--- src/wit_pkg.sv ---
// wit_pkg: constants and carrier types of the watch interval timer.
// assumes: one 100 MHz clock; the cpu drives register writes synchronously.
package wit_pkg;

	// register placement and reset value
	localparam logic [15:0] WIT_CTRL_ADDR = 16'hff4a;
	localparam logic [7:0] WIT_CTRL_RESET = 8'h00;
	// bit 7 is fixed at zero
	localparam logic [7:0] WIT_CTRL_MASK = 8'h7f;

	// field positions inside the mode control register
	localparam int WIT_FAST_BIT = 0;
	localparam int WIT_PRE_EN_BIT = 1;
	localparam int WIT_CNT_EN_BIT = 2;
	localparam int WIT_PERIOD_BIT = 3;
	localparam int WIT_IVL_LSB = 4;
	localparam int WIT_IVL_MSB = 6;

	// chain widths and divide figures
	localparam int WIT_MAIN_DIV_LOG2 = 7;
	localparam logic [6:0] WIT_MAIN_DIV_LAST = 7'h7f;
	localparam int WIT_PRE_W = 9;
	localparam int WIT_CNT_W = 5;
	localparam logic [4:0] WIT_FAST_LAST = 5'h1f;
	localparam logic [4:0] WIT_CNT_LAST = 5'h1f;
	localparam logic [3:0] WIT_CNT_HALF_LAST = 4'hf;
	localparam int WIT_IVL_BASE_LOG2 = 4;
	localparam logic [2:0] WIT_IVL_MAX_CODE = 3'h5;

	// one register write from the cpu, byte or single bit
	typedef struct packed {
		logic byte_we;
		logic bit_we;
		logic [2:0] bit_sel;
		logic [7:0] data;
		logic [15:0] addr;
	} wit_write_type;

	// decoded mode control fields
	typedef struct packed {
		logic [2:0] interval_select;
		logic flag_period_select;
		logic counter_enable;
		logic prescaler_enable;
		logic fast_feed_select;
	} wit_ctrl_type;

endpackage : wit_pkg

--- src/wit_clock_gen.sv ---
// wit_clock_gen: builds the watch clock enable from the main clock or a
// subsystem tick. assumes sub_clock_tick is a one-cycle pulse in clk domain.
module wit_clock_gen import wit_pkg::*; (
	// clock and reset
	input wire logic clk,
	input wire logic reset,
	// clock selection
	input wire logic main_clock_div2,
	input wire logic watch_clock_source_select,
	input wire logic sub_clock_tick,
	// result
	output logic watch_tick
);

	logic phase_r;
	logic main_en;
	logic [WIT_MAIN_DIV_LOG2-1:0] div_r;
	logic main_tick;

	// main system clock is the oscillator or half of it
	always_ff @(posedge clk or posedge reset) begin
		if (reset) begin
			phase_r <= 1'b0;
		end else begin
			phase_r <= ~phase_r;
		end
	end
	assign main_en = ~main_clock_div2 | phase_r;

	// divide the main system clock by 2^7
	always_ff @(posedge clk or posedge reset) begin
		if (reset) begin
			div_r <= '0;
		end else if (main_en) begin
			div_r <= div_r + 7'h01;
		end
	end
	assign main_tick = main_en && (div_r == WIT_MAIN_DIV_LAST);

	// source select; switching mid-count may shorten one period
	always_ff @(posedge clk or posedge reset) begin
		if (reset) begin
			watch_tick <= 1'b0;
		end else begin
			watch_tick <= watch_clock_source_select ? sub_clock_tick
				: main_tick;
		end
	end

endmodule : wit_clock_gen

--- src/wit_ctrl_reg.sv ---
// wit_ctrl_reg: the 8-bit watch mode control register.
// assumes one write request per cycle; byte write wins over bit write.
module wit_ctrl_reg import wit_pkg::*; (
	// clock and reset
	input wire logic clk,
	input wire logic reset,
	// cpu write
	input wire wit_write_type wr,
	// register contents
	output logic [7:0] ctrl_q
);

	logic hit;

	assign hit = (wr.addr == WIT_CTRL_ADDR);

	// byte and bit writes; bit 7 never stores a one
	always_ff @(posedge clk or posedge reset) begin
		if (reset) begin
			ctrl_q <= WIT_CTRL_RESET;
		end else if (hit && wr.byte_we) begin
			ctrl_q <= wr.data & WIT_CTRL_MASK;
		end else if (hit && wr.bit_we) begin
			ctrl_q[wr.bit_sel] <= wr.data[0] & WIT_CTRL_MASK[wr.bit_sel];
		end
	end

endmodule : wit_ctrl_reg

--- src/wit_watch_timer.sv ---
// wit_watch_timer: watch timer with interval function, top level.
// assumes cpu writes and reads are synchronous single-cycle strobes.
module wit_watch_timer import wit_pkg::*; (
	// clock and reset
	input wire logic clk,
	input wire logic reset,
	// cpu register access
	input wire wit_write_type reg_wr,
	input wire logic [15:0] rd_addr,
	output logic [7:0] rd_data,
	// clock selection from shared registers and the subsystem oscillator
	input wire logic main_clock_div2,
	input wire logic watch_clock_source_select,
	input wire logic sub_clock_tick,
	// interrupt side
	input wire logic watch_interrupt_mask,
	input wire logic flag_clear,
	output logic watch_interrupt_flag,
	output logic interval_interrupt,
	output logic standby_release,
	// status
	output logic [WIT_CNT_W-1:0] counter_value
);

	logic [7:0] ctrl_q;
	wit_ctrl_type ctrl;
	logic watch_tick;
	logic [WIT_PRE_W-1:0] pre_r;
	logic [WIT_CNT_W-1:0] cnt_r;
	logic pre_wrap;
	logic fast_evt;
	logic norm_evt;
	logic watch_evt;
	logic ivl_evt;
	logic flag_nxt;

	// true when code is at most 5 and the low 4+code prescaler bits are all ones
	function automatic logic interval_hit(input logic [WIT_PRE_W-1:0] p,
		input logic [2:0] code);
		logic hit;
		hit = (code <= WIT_IVL_MAX_CODE);
		for (int i = 0; i < WIT_PRE_W; i++) begin
			if (i < WIT_IVL_BASE_LOG2 + int'(code)) begin
				hit = hit & p[i];
			end
		end
		return hit;
	endfunction : interval_hit

	// mode control register
	wit_ctrl_reg u_ctrl (
		.clk(clk),
		.reset(reset),
		.wr(reg_wr),
		.ctrl_q(ctrl_q)
	);
	assign ctrl = wit_ctrl_type'(ctrl_q[WIT_IVL_MSB:WIT_FAST_BIT]);

	// watch clock enable
	wit_clock_gen u_clk (
		.clk(clk),
		.reset(reset),
		.main_clock_div2(main_clock_div2),
		.watch_clock_source_select(watch_clock_source_select),
		.sub_clock_tick(sub_clock_tick),
		.watch_tick(watch_tick)
	);

	// prescaler; disabled means held at zero, so each clear costs time
	always_ff @(posedge clk or posedge reset) begin
		if (reset) begin
			pre_r <= '0;
		end else if (!ctrl.prescaler_enable) begin
			pre_r <= '0;
		end else if (watch_tick) begin
			pre_r <= pre_r + 9'h001;
		end
	end
	assign pre_wrap = watch_tick && ctrl.prescaler_enable && (&pre_r);

	// 5-bit counter, cleared without touching the prescaler
	always_ff @(posedge clk or posedge reset) begin
		if (reset) begin
			cnt_r <= '0;
		end else if (!ctrl.counter_enable) begin
			cnt_r <= '0;
		end else if (pre_wrap) begin
			cnt_r <= cnt_r + 5'h01;
		end
	end

	// flag period events
	assign fast_evt = watch_tick && ctrl.prescaler_enable &&
		ctrl.counter_enable && (pre_r[4:0] == WIT_FAST_LAST);
	assign norm_evt = pre_wrap && ctrl.counter_enable &&
		(ctrl.flag_period_select ? (cnt_r[3:0] == WIT_CNT_HALF_LAST)
		: (cnt_r == WIT_CNT_LAST));
	assign watch_evt = ctrl.fast_feed_select ? fast_evt : norm_evt;

	// interval events follow the prescaler alone
	assign ivl_evt = watch_tick && ctrl.prescaler_enable &&
		interval_hit(pre_r, ctrl.interval_select);

	// watch flag: a set in the clearing cycle wins
	assign flag_nxt = watch_evt | (watch_interrupt_flag & ~flag_clear);
	always_ff @(posedge clk or posedge reset) begin
		if (reset) begin
			watch_interrupt_flag <= 1'b0;
		end else begin
			watch_interrupt_flag <= flag_nxt;
		end
	end

	// dedicated interval request line, one-cycle pulse
	always_ff @(posedge clk or posedge reset) begin
		if (reset) begin
			interval_interrupt <= 1'b0;
		end else begin
			interval_interrupt <= ivl_evt;
		end
	end

	// standby release follows the unmasked flag
	always_ff @(posedge clk or posedge reset) begin
		if (reset) begin
			standby_release <= 1'b0;
		end else begin
			standby_release <= flag_nxt & ~watch_interrupt_mask;
		end
	end

	// read port and counter status
	always_ff @(posedge clk or posedge reset) begin
		if (reset) begin
			rd_data <= '0;
			counter_value <= '0;
		end else begin
			rd_data <= (rd_addr == WIT_CTRL_ADDR) ? ctrl_q : 8'h00;
			counter_value <= cnt_r;
		end
	end

	// checks
	reset_clear_a: assert property (@(posedge clk)
		reset |-> ctrl_q == WIT_CTRL_RESET)
		else $error("mode register not zero in reset");

	bit_write_a: assert property (@(posedge clk) disable iff (reset)
		(reg_wr.addr == WIT_CTRL_ADDR && reg_wr.bit_we && !reg_wr.byte_we &&
		reg_wr.bit_sel != 3'h7) |=> (ctrl_q[$past(reg_wr.bit_sel)] ==
		$past(reg_wr.data[0])) && ((ctrl_q ^ $past(ctrl_q)) &
		~(8'h01 << $past(reg_wr.bit_sel))) == 8'h00)
		else $error("bit write touched wrong bits");

	bit7_zero_a: assert property (@(posedge clk) disable iff (reset)
		ctrl_q[7] == 1'b0 && (rd_data[7] == 1'b0))
		else $error("bit 7 not zero");

	pre_hold_a: assert property (@(posedge clk) disable iff (reset)
		!ctrl.prescaler_enable |=> pre_r == '0 && !interval_interrupt)
		else $error("prescaler runs while disabled");

	cnt_clear_a: assert property (@(posedge clk) disable iff (reset)
		!ctrl.counter_enable |=> cnt_r == '0 ##1 counter_value == '0)
		else $error("counter not cleared");

	norm_flag_a: assert property (@(posedge clk) disable iff (reset)
		(pre_wrap && ctrl.counter_enable && !ctrl.fast_feed_select &&
		!ctrl.flag_period_select && cnt_r == WIT_CNT_LAST)
		|=> watch_interrupt_flag)
		else $error("flag missed at 2^14");

	fast_flag_a: assert property (@(posedge clk) disable iff (reset)
		(watch_tick && ctrl.fast_feed_select && ctrl.prescaler_enable &&
		ctrl.counter_enable && pre_r[4:0] == WIT_FAST_LAST)
		|=> watch_interrupt_flag)
		else $error("fast feed flag missed");

	ivl_code_a: assert property (@(posedge clk) disable iff (reset)
		ctrl.interval_select > WIT_IVL_MAX_CODE |=> !interval_interrupt)
		else $error("interval from prohibited code");

	ivl_pulse_a: assert property (@(posedge clk) disable iff (reset)
		(watch_tick && ctrl.prescaler_enable && ctrl.interval_select == 3'h0
		&& pre_r[3:0] == 4'hf) |=> interval_interrupt ##1 !interval_interrupt)
		else $error("interval pulse wrong");

	standby_a: assert property (@(posedge clk) disable iff (reset)
		standby_release |-> watch_interrupt_flag && !$past(watch_interrupt_mask))
		else $error("standby release without unmasked flag");

endmodule : wit_watch_timer
--- config.mk ---
export PLATFORM = sky130hd
export DESIGN_NAME = wit_watch_timer
export DESIGN_NICKNAME = d
export VERILOG_FILES = /design/src/wit_pkg.sv /design/src/wit_clock_gen.sv /design/src/wit_ctrl_reg.sv /design/src/wit_watch_timer.sv
export SDC_FILE = /design/constraint.sdc
export NUM_CORES = 1
export LEC_CHECK = 0
export BUFFER_PORTS_ARGS = -buffer_cell sky130_fd_sc_hd__buf_2
export CORE_ASPECT_RATIO = 0.5
export CORE_MARGIN = 8
export CORE_UTILIZATION = 50
export DETAILED_ROUTE_END_ITERATION = 16
export PLACE_DENSITY = 0.76
export SLEW_MARGIN = 5
export SYNTH_ARGS = -nofsm -noshare
export SYNTH_HDL_FRONTEND = slang
export SYNTH_SLANG_ARGS = --single-unit
--- constraint.sdc ---
create_clock -name clk -period 4.2 [get_ports clk]
set_clock_uncertainty 0.2 [all_clocks]
set_input_delay 0.42 -clock clk [delete_from_list [all_inputs] [get_ports clk]]
set_output_delay 0.42 -clock clk [all_outputs]
set_load 0.005 [all_outputs]
# --- Yosys cells after proc, flatten, opt, wreduce, memory -nomap -nowiden ---
# Memories as Yosys holds them, arrays and structs flattened.
# Index checks and enable logic that the tools add are counted.
op_classes:
  n_addsub: 4
  magnitude_cmp: 12
  n_eq_ne: 8
  n_mux: 23
  bitwise_logic: 18
  reduce_logical: 13
op_table:
  columns: ["op", "count"]
  rows:
  - ["4-bit by 32-bit less-than comparator with 1-bit output (first input constant)", 4]
  - ["3-bit by 32-bit less-than comparator with 1-bit output (first input constant)", 2]
  - ["16-bit == test (second input constant)", 2]
  - ["1-bit by 32-bit less-than comparator with 1-bit output (first input constant)", 1]
  - ["2-bit by 32-bit less-than comparator with 1-bit output (first input constant)", 1]
  - ["8-bit two-way mux", 3]
  - ["9-bit two-way mux", 2]
  - ["1-bit two-way mux", 14]
  - ["1-bit AND", 12]
  - ["1-bit logical AND", 11]
  - ["5-bit == test (second input constant)", 2]
  - ["5-bit two-way mux", 2]
  - ["9-bit by 1-bit adder with 9-bit output (second input constant)", 1]
  - ["9-bit AND reduction", 1]
  - ["8-bit bitwise mux", 1]
  - ["7-bit by 1-bit adder with 7-bit output (second input constant)", 1]
  - ["7-bit == test (second input constant)", 1]
  - ["5-bit by 1-bit adder with 5-bit output (second input constant)", 1]
  - ["3-bit by 3-bit adder with 4-bit output (first input constant)", 1]
  - ["4-bit == test (second input constant)", 1]
  - ["3-bit by 4-bit less-than comparator with 1-bit output (second input constant)", 1]
  - ["4-bit less-than comparator (first input constant)", 1]
  - ["1-bit NOT", 4]
  - ["1-bit demux with 3-bit select", 1]
  - ["6 further kinds", 7]
word_totals:
  reg_bits: 47
  romBits: 8
  input_bits: 52
  out_inout_bits: 16
  elab_cells: 90
  n_memories: 1
mem_list:
  columns: ["name", "words", "width", "read_ports", "rd_ports_with_merged_regs", "wr", "line_no", "rtl"]
  rows:
  - ["(no name shown)", 8, 1, 1, 0, 0, "wit_ctrl_reg.sv:24", "ctrl_q[wr.bit_sel] <= wr.data[0] & WIT_CTRL_MASK[wr.bit_sel];"]

# --- Logic depth before layout (Yosys ltp) ---
logic_depth:
  word_depth: 20
  depth_mapped: 7

# --- Cells and area by module ---
# From an unflattened synthesis, not the netlist that was laid out.
hier_totals:
  cells_unflattened: 203
  hier_area_um2: 2299.7
modules_own_cells:
  columns: ["mod", "n_inst", "cells_each", "area_each_um2", "seq_area_each_um2"]
  rows:
  - ["wit_watch_timer", 1, 113, 1350.0, 750.7]
  - ["wit_ctrl_reg", 1, 60, 546.8, 200.2]
  - ["wit_clock_gen", 1, 30, 402.9, 225.2]

# --- Least setup slack after synthesis ---
# Ideal clock, no wire load.
synth_timing:
  path_type: "reg-to-reg"
  startpoint: "register pre_r[0]"
  endpoint: "register standby_release"
  arrival_time_ps: 1852
  required_time_ps: 3923
  slack_ps: 2071
  stages_incl_launch_ff: 8
  path_buffers: 0
  synth_period_minus_slack_ps: 2129
  cell_sequence: "dfrtp_1 > ha_1 > and3_1 > and3_1 > ha_1 > nand3_1 > or4b_1 > a21oi_1"
synth_via:
  elab_chain_len: 7
  word_cells_on_any_way: 9
  classes_between: "eq/ne (1); mux (1); bitwise (2); reduce/logical (5)"
synth_lines:
  columns: ["item", "line_no", "rtl"]
  rows:
  - ["from (decl)", "wit_watch_timer.sv:28", "logic [WIT_PRE_W-1:0] pre_r;"]
  - ["from (signal assigned)", "wit_watch_timer.sv:76", "pre_r <= pre_r + 9'h001;"]
  - ["9-bit AND reduction", "wit_watch_timer.sv:79", "assign pre_wrap = watch_tick && ctrl.prescaler_enable && (&pre_r);"]
  - ["1-bit logical AND", "wit_watch_timer.sv:79", null]
  - ["1-bit logical AND (2 in a row)", "wit_watch_timer.sv:95", "assign norm_evt = pre_wrap && ctrl.counter_enable &&"]
  - ["1-bit two-way mux *", "wit_watch_timer.sv:98", "assign watch_evt = ctrl.fast_feed_select ? fast_evt : norm_evt;"]
  - ["1-bit OR *", "wit_watch_timer.sv:105", "assign flag_nxt = watch_evt | (watch_interrupt_flag & ~flag_clear);"]
  - ["1-bit AND *", "wit_watch_timer.sv:128", "standby_release <= flag_nxt & ~watch_interrupt_mask;"]
  - ["to (signal assigned)", "wit_watch_timer.sv:128", null]
  - ["to (decl)", "wit_watch_timer.sv:20", "output logic standby_release,"]
# Every way passes the cells marked *; elsewhere a longest branch is shown, timed or not.
# A chain may end at the register's enable or synchronous reset.

# --- Worst setup path in the final report ---
# Same ends and word-level chain as after synthesis.

==> results.cfg <==
[sta]
report.final.slew_viol_count = 0
slew-limit-headroom_pct = 54.4
max_freq_ghz = 0.422
finalCritPeriodShare_pct = 56.5
finalCriticalPeriod_ps = 2370
whs_ps = 48.7
setup-violations-final = 0
tns_ps = 0
tightest_slew_ps = 678
rsz0062_at_grt = no
finalHoldViolCount = 0

[critical_path]
critPathLaunchType = register
cp.arrival_ps = 2400
max_stage_delay_ps = 600
critPathMaxFanout = 6
worstPathRequired_ps = 4230
path_cells = ha_1 -> and3_1 -> and3_1 -> ha_1 -> nand3_1 -> or4b_1 -> a21oi_1
worstSetupPathType = register to register
cpMaxStageDelayCell = or4b_1
endpoint_kind = register

[yosys]
synth_area_leaders = dfrtp_1 53%, and2_1 4.0%, xnor2_1 3.6%
syn_avg_cell_area_um2 = 11.4
ys_seq_area_share_pct = 53.2
synth_area_um2 = 2210
synth_top_area_share_pct = 53.2
synth_top_cells_by_count = 47 x dfrtp_1, 14 x a21oi_1, 14 x and2_1
synthArstFlopShare_pct = 100
ys_ff_latch = 47
yosys_warnings = 0
ys_types = 44
yosysTopAreaCell = dfrtp_1
synth_edf_count = 0
syn_inst = 194
syn_nets = 252
synthFlopType = dfrtp_1
yosysMostFrequentCell = dfrtp_1

[final_layout]
synthToLayoutAreaGrowth_pct = 21.3
nFillCells = 373
regArea_um2 = 1180
multi_input_area_um2 = 988
drive_above_1_share_pct = 31.4
utilization_pct = 62.1
fin_nets = 322
diodes = 0

[floorplan]
die_x_um = 110
rows = 17
dieArea_um2 = 6930
core_um2 = 4320
die_h_um = 63.0
initial_utilization_pct = 51.2
pin_count = 68

[cts]
clock_path_buffers = 2
clock_latency_ps = 300
cts_resized = 0
htree_levels = 2
postCtsSetupBuffers = 0
postCtsHoldBufs = 0
numCtsBuffers = 5
cts_tree = yes
clk_pin_slew_worst_paths_ps = 80
root_buffer = clkbuf_8
clock_sinks = 47

[placed_design]
gp_congestion = 0.792
io_buffers = 66
hpwl_um = 3560

[power_and_ir_drop]
cellPowerDensity_nw_per_um2 = 338
vdd_drop_max_uv = 217
power_mw = 0.906
p_leak_nw = 1.36

[min_path]
hp-class = input pin to async pin

[routing]
drt_iter0_markers = 93
wirelength_um = 4620
ant_nets = 0
viasPerCell = 5.26
vias = 1689
firstDrtPassIters = 5
drc_errors = 0
wl_per_cell_um = 14.4

[run]
cap_violations = 0

[run_status]
status = finished, final reports clean

[global_route]
overflow = 0
grt_max_degree = 48
grt_usage_pct = 14.4
grt_pass1_wl_um = 8060
antenna_found_initial = 0
grt_pass1_vias = 1838
## power breakdown
group,total (mW),switching (mW),internal [mW],leakage [nW]
clock network,0.272,0.143,0.129,0.0470
logic,0.113,0.0521,0.0613,0.671
registers,0.521,0.0321,0.489,0.638
## cell usage in the layout, fill, tap and decap left out, types with 4 or more instances in the layout
cell type / Yosys / layout
nor2b_1: 6 / 6
a21oi_1: 14 / 14
clkbuf_8: 0 / 6
xor2_1: 5 / 5
ha_1: 6 / 6
nand2b_1: 4 / 4
nand4_1: 8 / 8
and3_1: 4 / 4
o21ai_0: 13 / 13
nand3_1: 5 / 5
dfrtp_1: 47 / 47
mux2i_1: 6 / 6
xnor2_1: 9 / 9
nand2_1: 10 / 10
buf_2: 0 / 66
and2_1: 14 / 14
## stage by stage
step / setup WS, ps / cells / instance area, um^2
5_1_grt: 1700 / 321 / 2680
6_report: 1830 / 321 / 2680
4_1_cts: 1830 / 321 / 2680
3_3_place_gp: 1880 / 314 / 2590
3_5_place_dp: 1850 / 314 / 2590
2_1_floorplan: 2070 / 194 / 2210
## cells by family after synthesis
logic type,synth area share (%)
AND/OR/NAND/NOR,23.1
flip-flops,53.2
multiplexers,3.91
XOR/XNOR,5.55
AO/OA/AOI/OAI,8.78
buffers and inverters,2.04
adder cells (fa/ha/maj),3.40
## layout make-up
type | instances | area share [%]
Tap cell | 57 | 2.66
Clock inverter | 1 | 0.187
Clock buffer | 6 | 3.08
Multi-Input combinational cell | 138 | 36.9
Sequential cell | 47 | 43.9
Inverter | 5 | 0.700
Timing Repair Buffer | 67 | 12.6
## critical path, delay by kind of cell (launching register included)
family / cells / cell delay, ps
AND/OR/NAND/NOR: 4 / 1220
flip-flops: 1 / 390
adder cells (fa/ha/maj): 2 / 360
AO/OA/AOI/OAI: 1 / 140
## worst paths after layout
| kind | startpoint | endpoint | slack, ps | cells past startpoint |
|---|---|---|---|---|
| min | reset | u_clk.div_r[3] | 50 | 3 |
| max | pre_r[0] | standby_release | 1830 | 7 |
| min reg2reg | u_clk.phase_r | u_clk.phase_r | 210 | 1 |
| min in group clk | watch_interrupt_mask | standby_release | 60 | 2 |
| max in group asynchronous | reset | u_ctrl.ctrl_q[1] | 3360 | 3 |
| max reg2reg | pre_r[0] | standby_release | 1830 | 7 |
## layer usage
metal	GRT usage [%]	vias up	share of wire, %
met4	5.68	0	1.3
li1	-	836	-
met5	0	-	0
met2	25.9	28	54
met1	15.7	819	41
met3	3.70	6	3.4
## state kept, by name (all words and copies together) (netlist names), 5 cells and up
name,flops
cnt_r,5
pre_r,9
u_clk.div_r,7
counter_value,5
u_ctrl.ctrl_q,8
rd_data,8
Note: power is estimated with default switching activity, not from simulation.
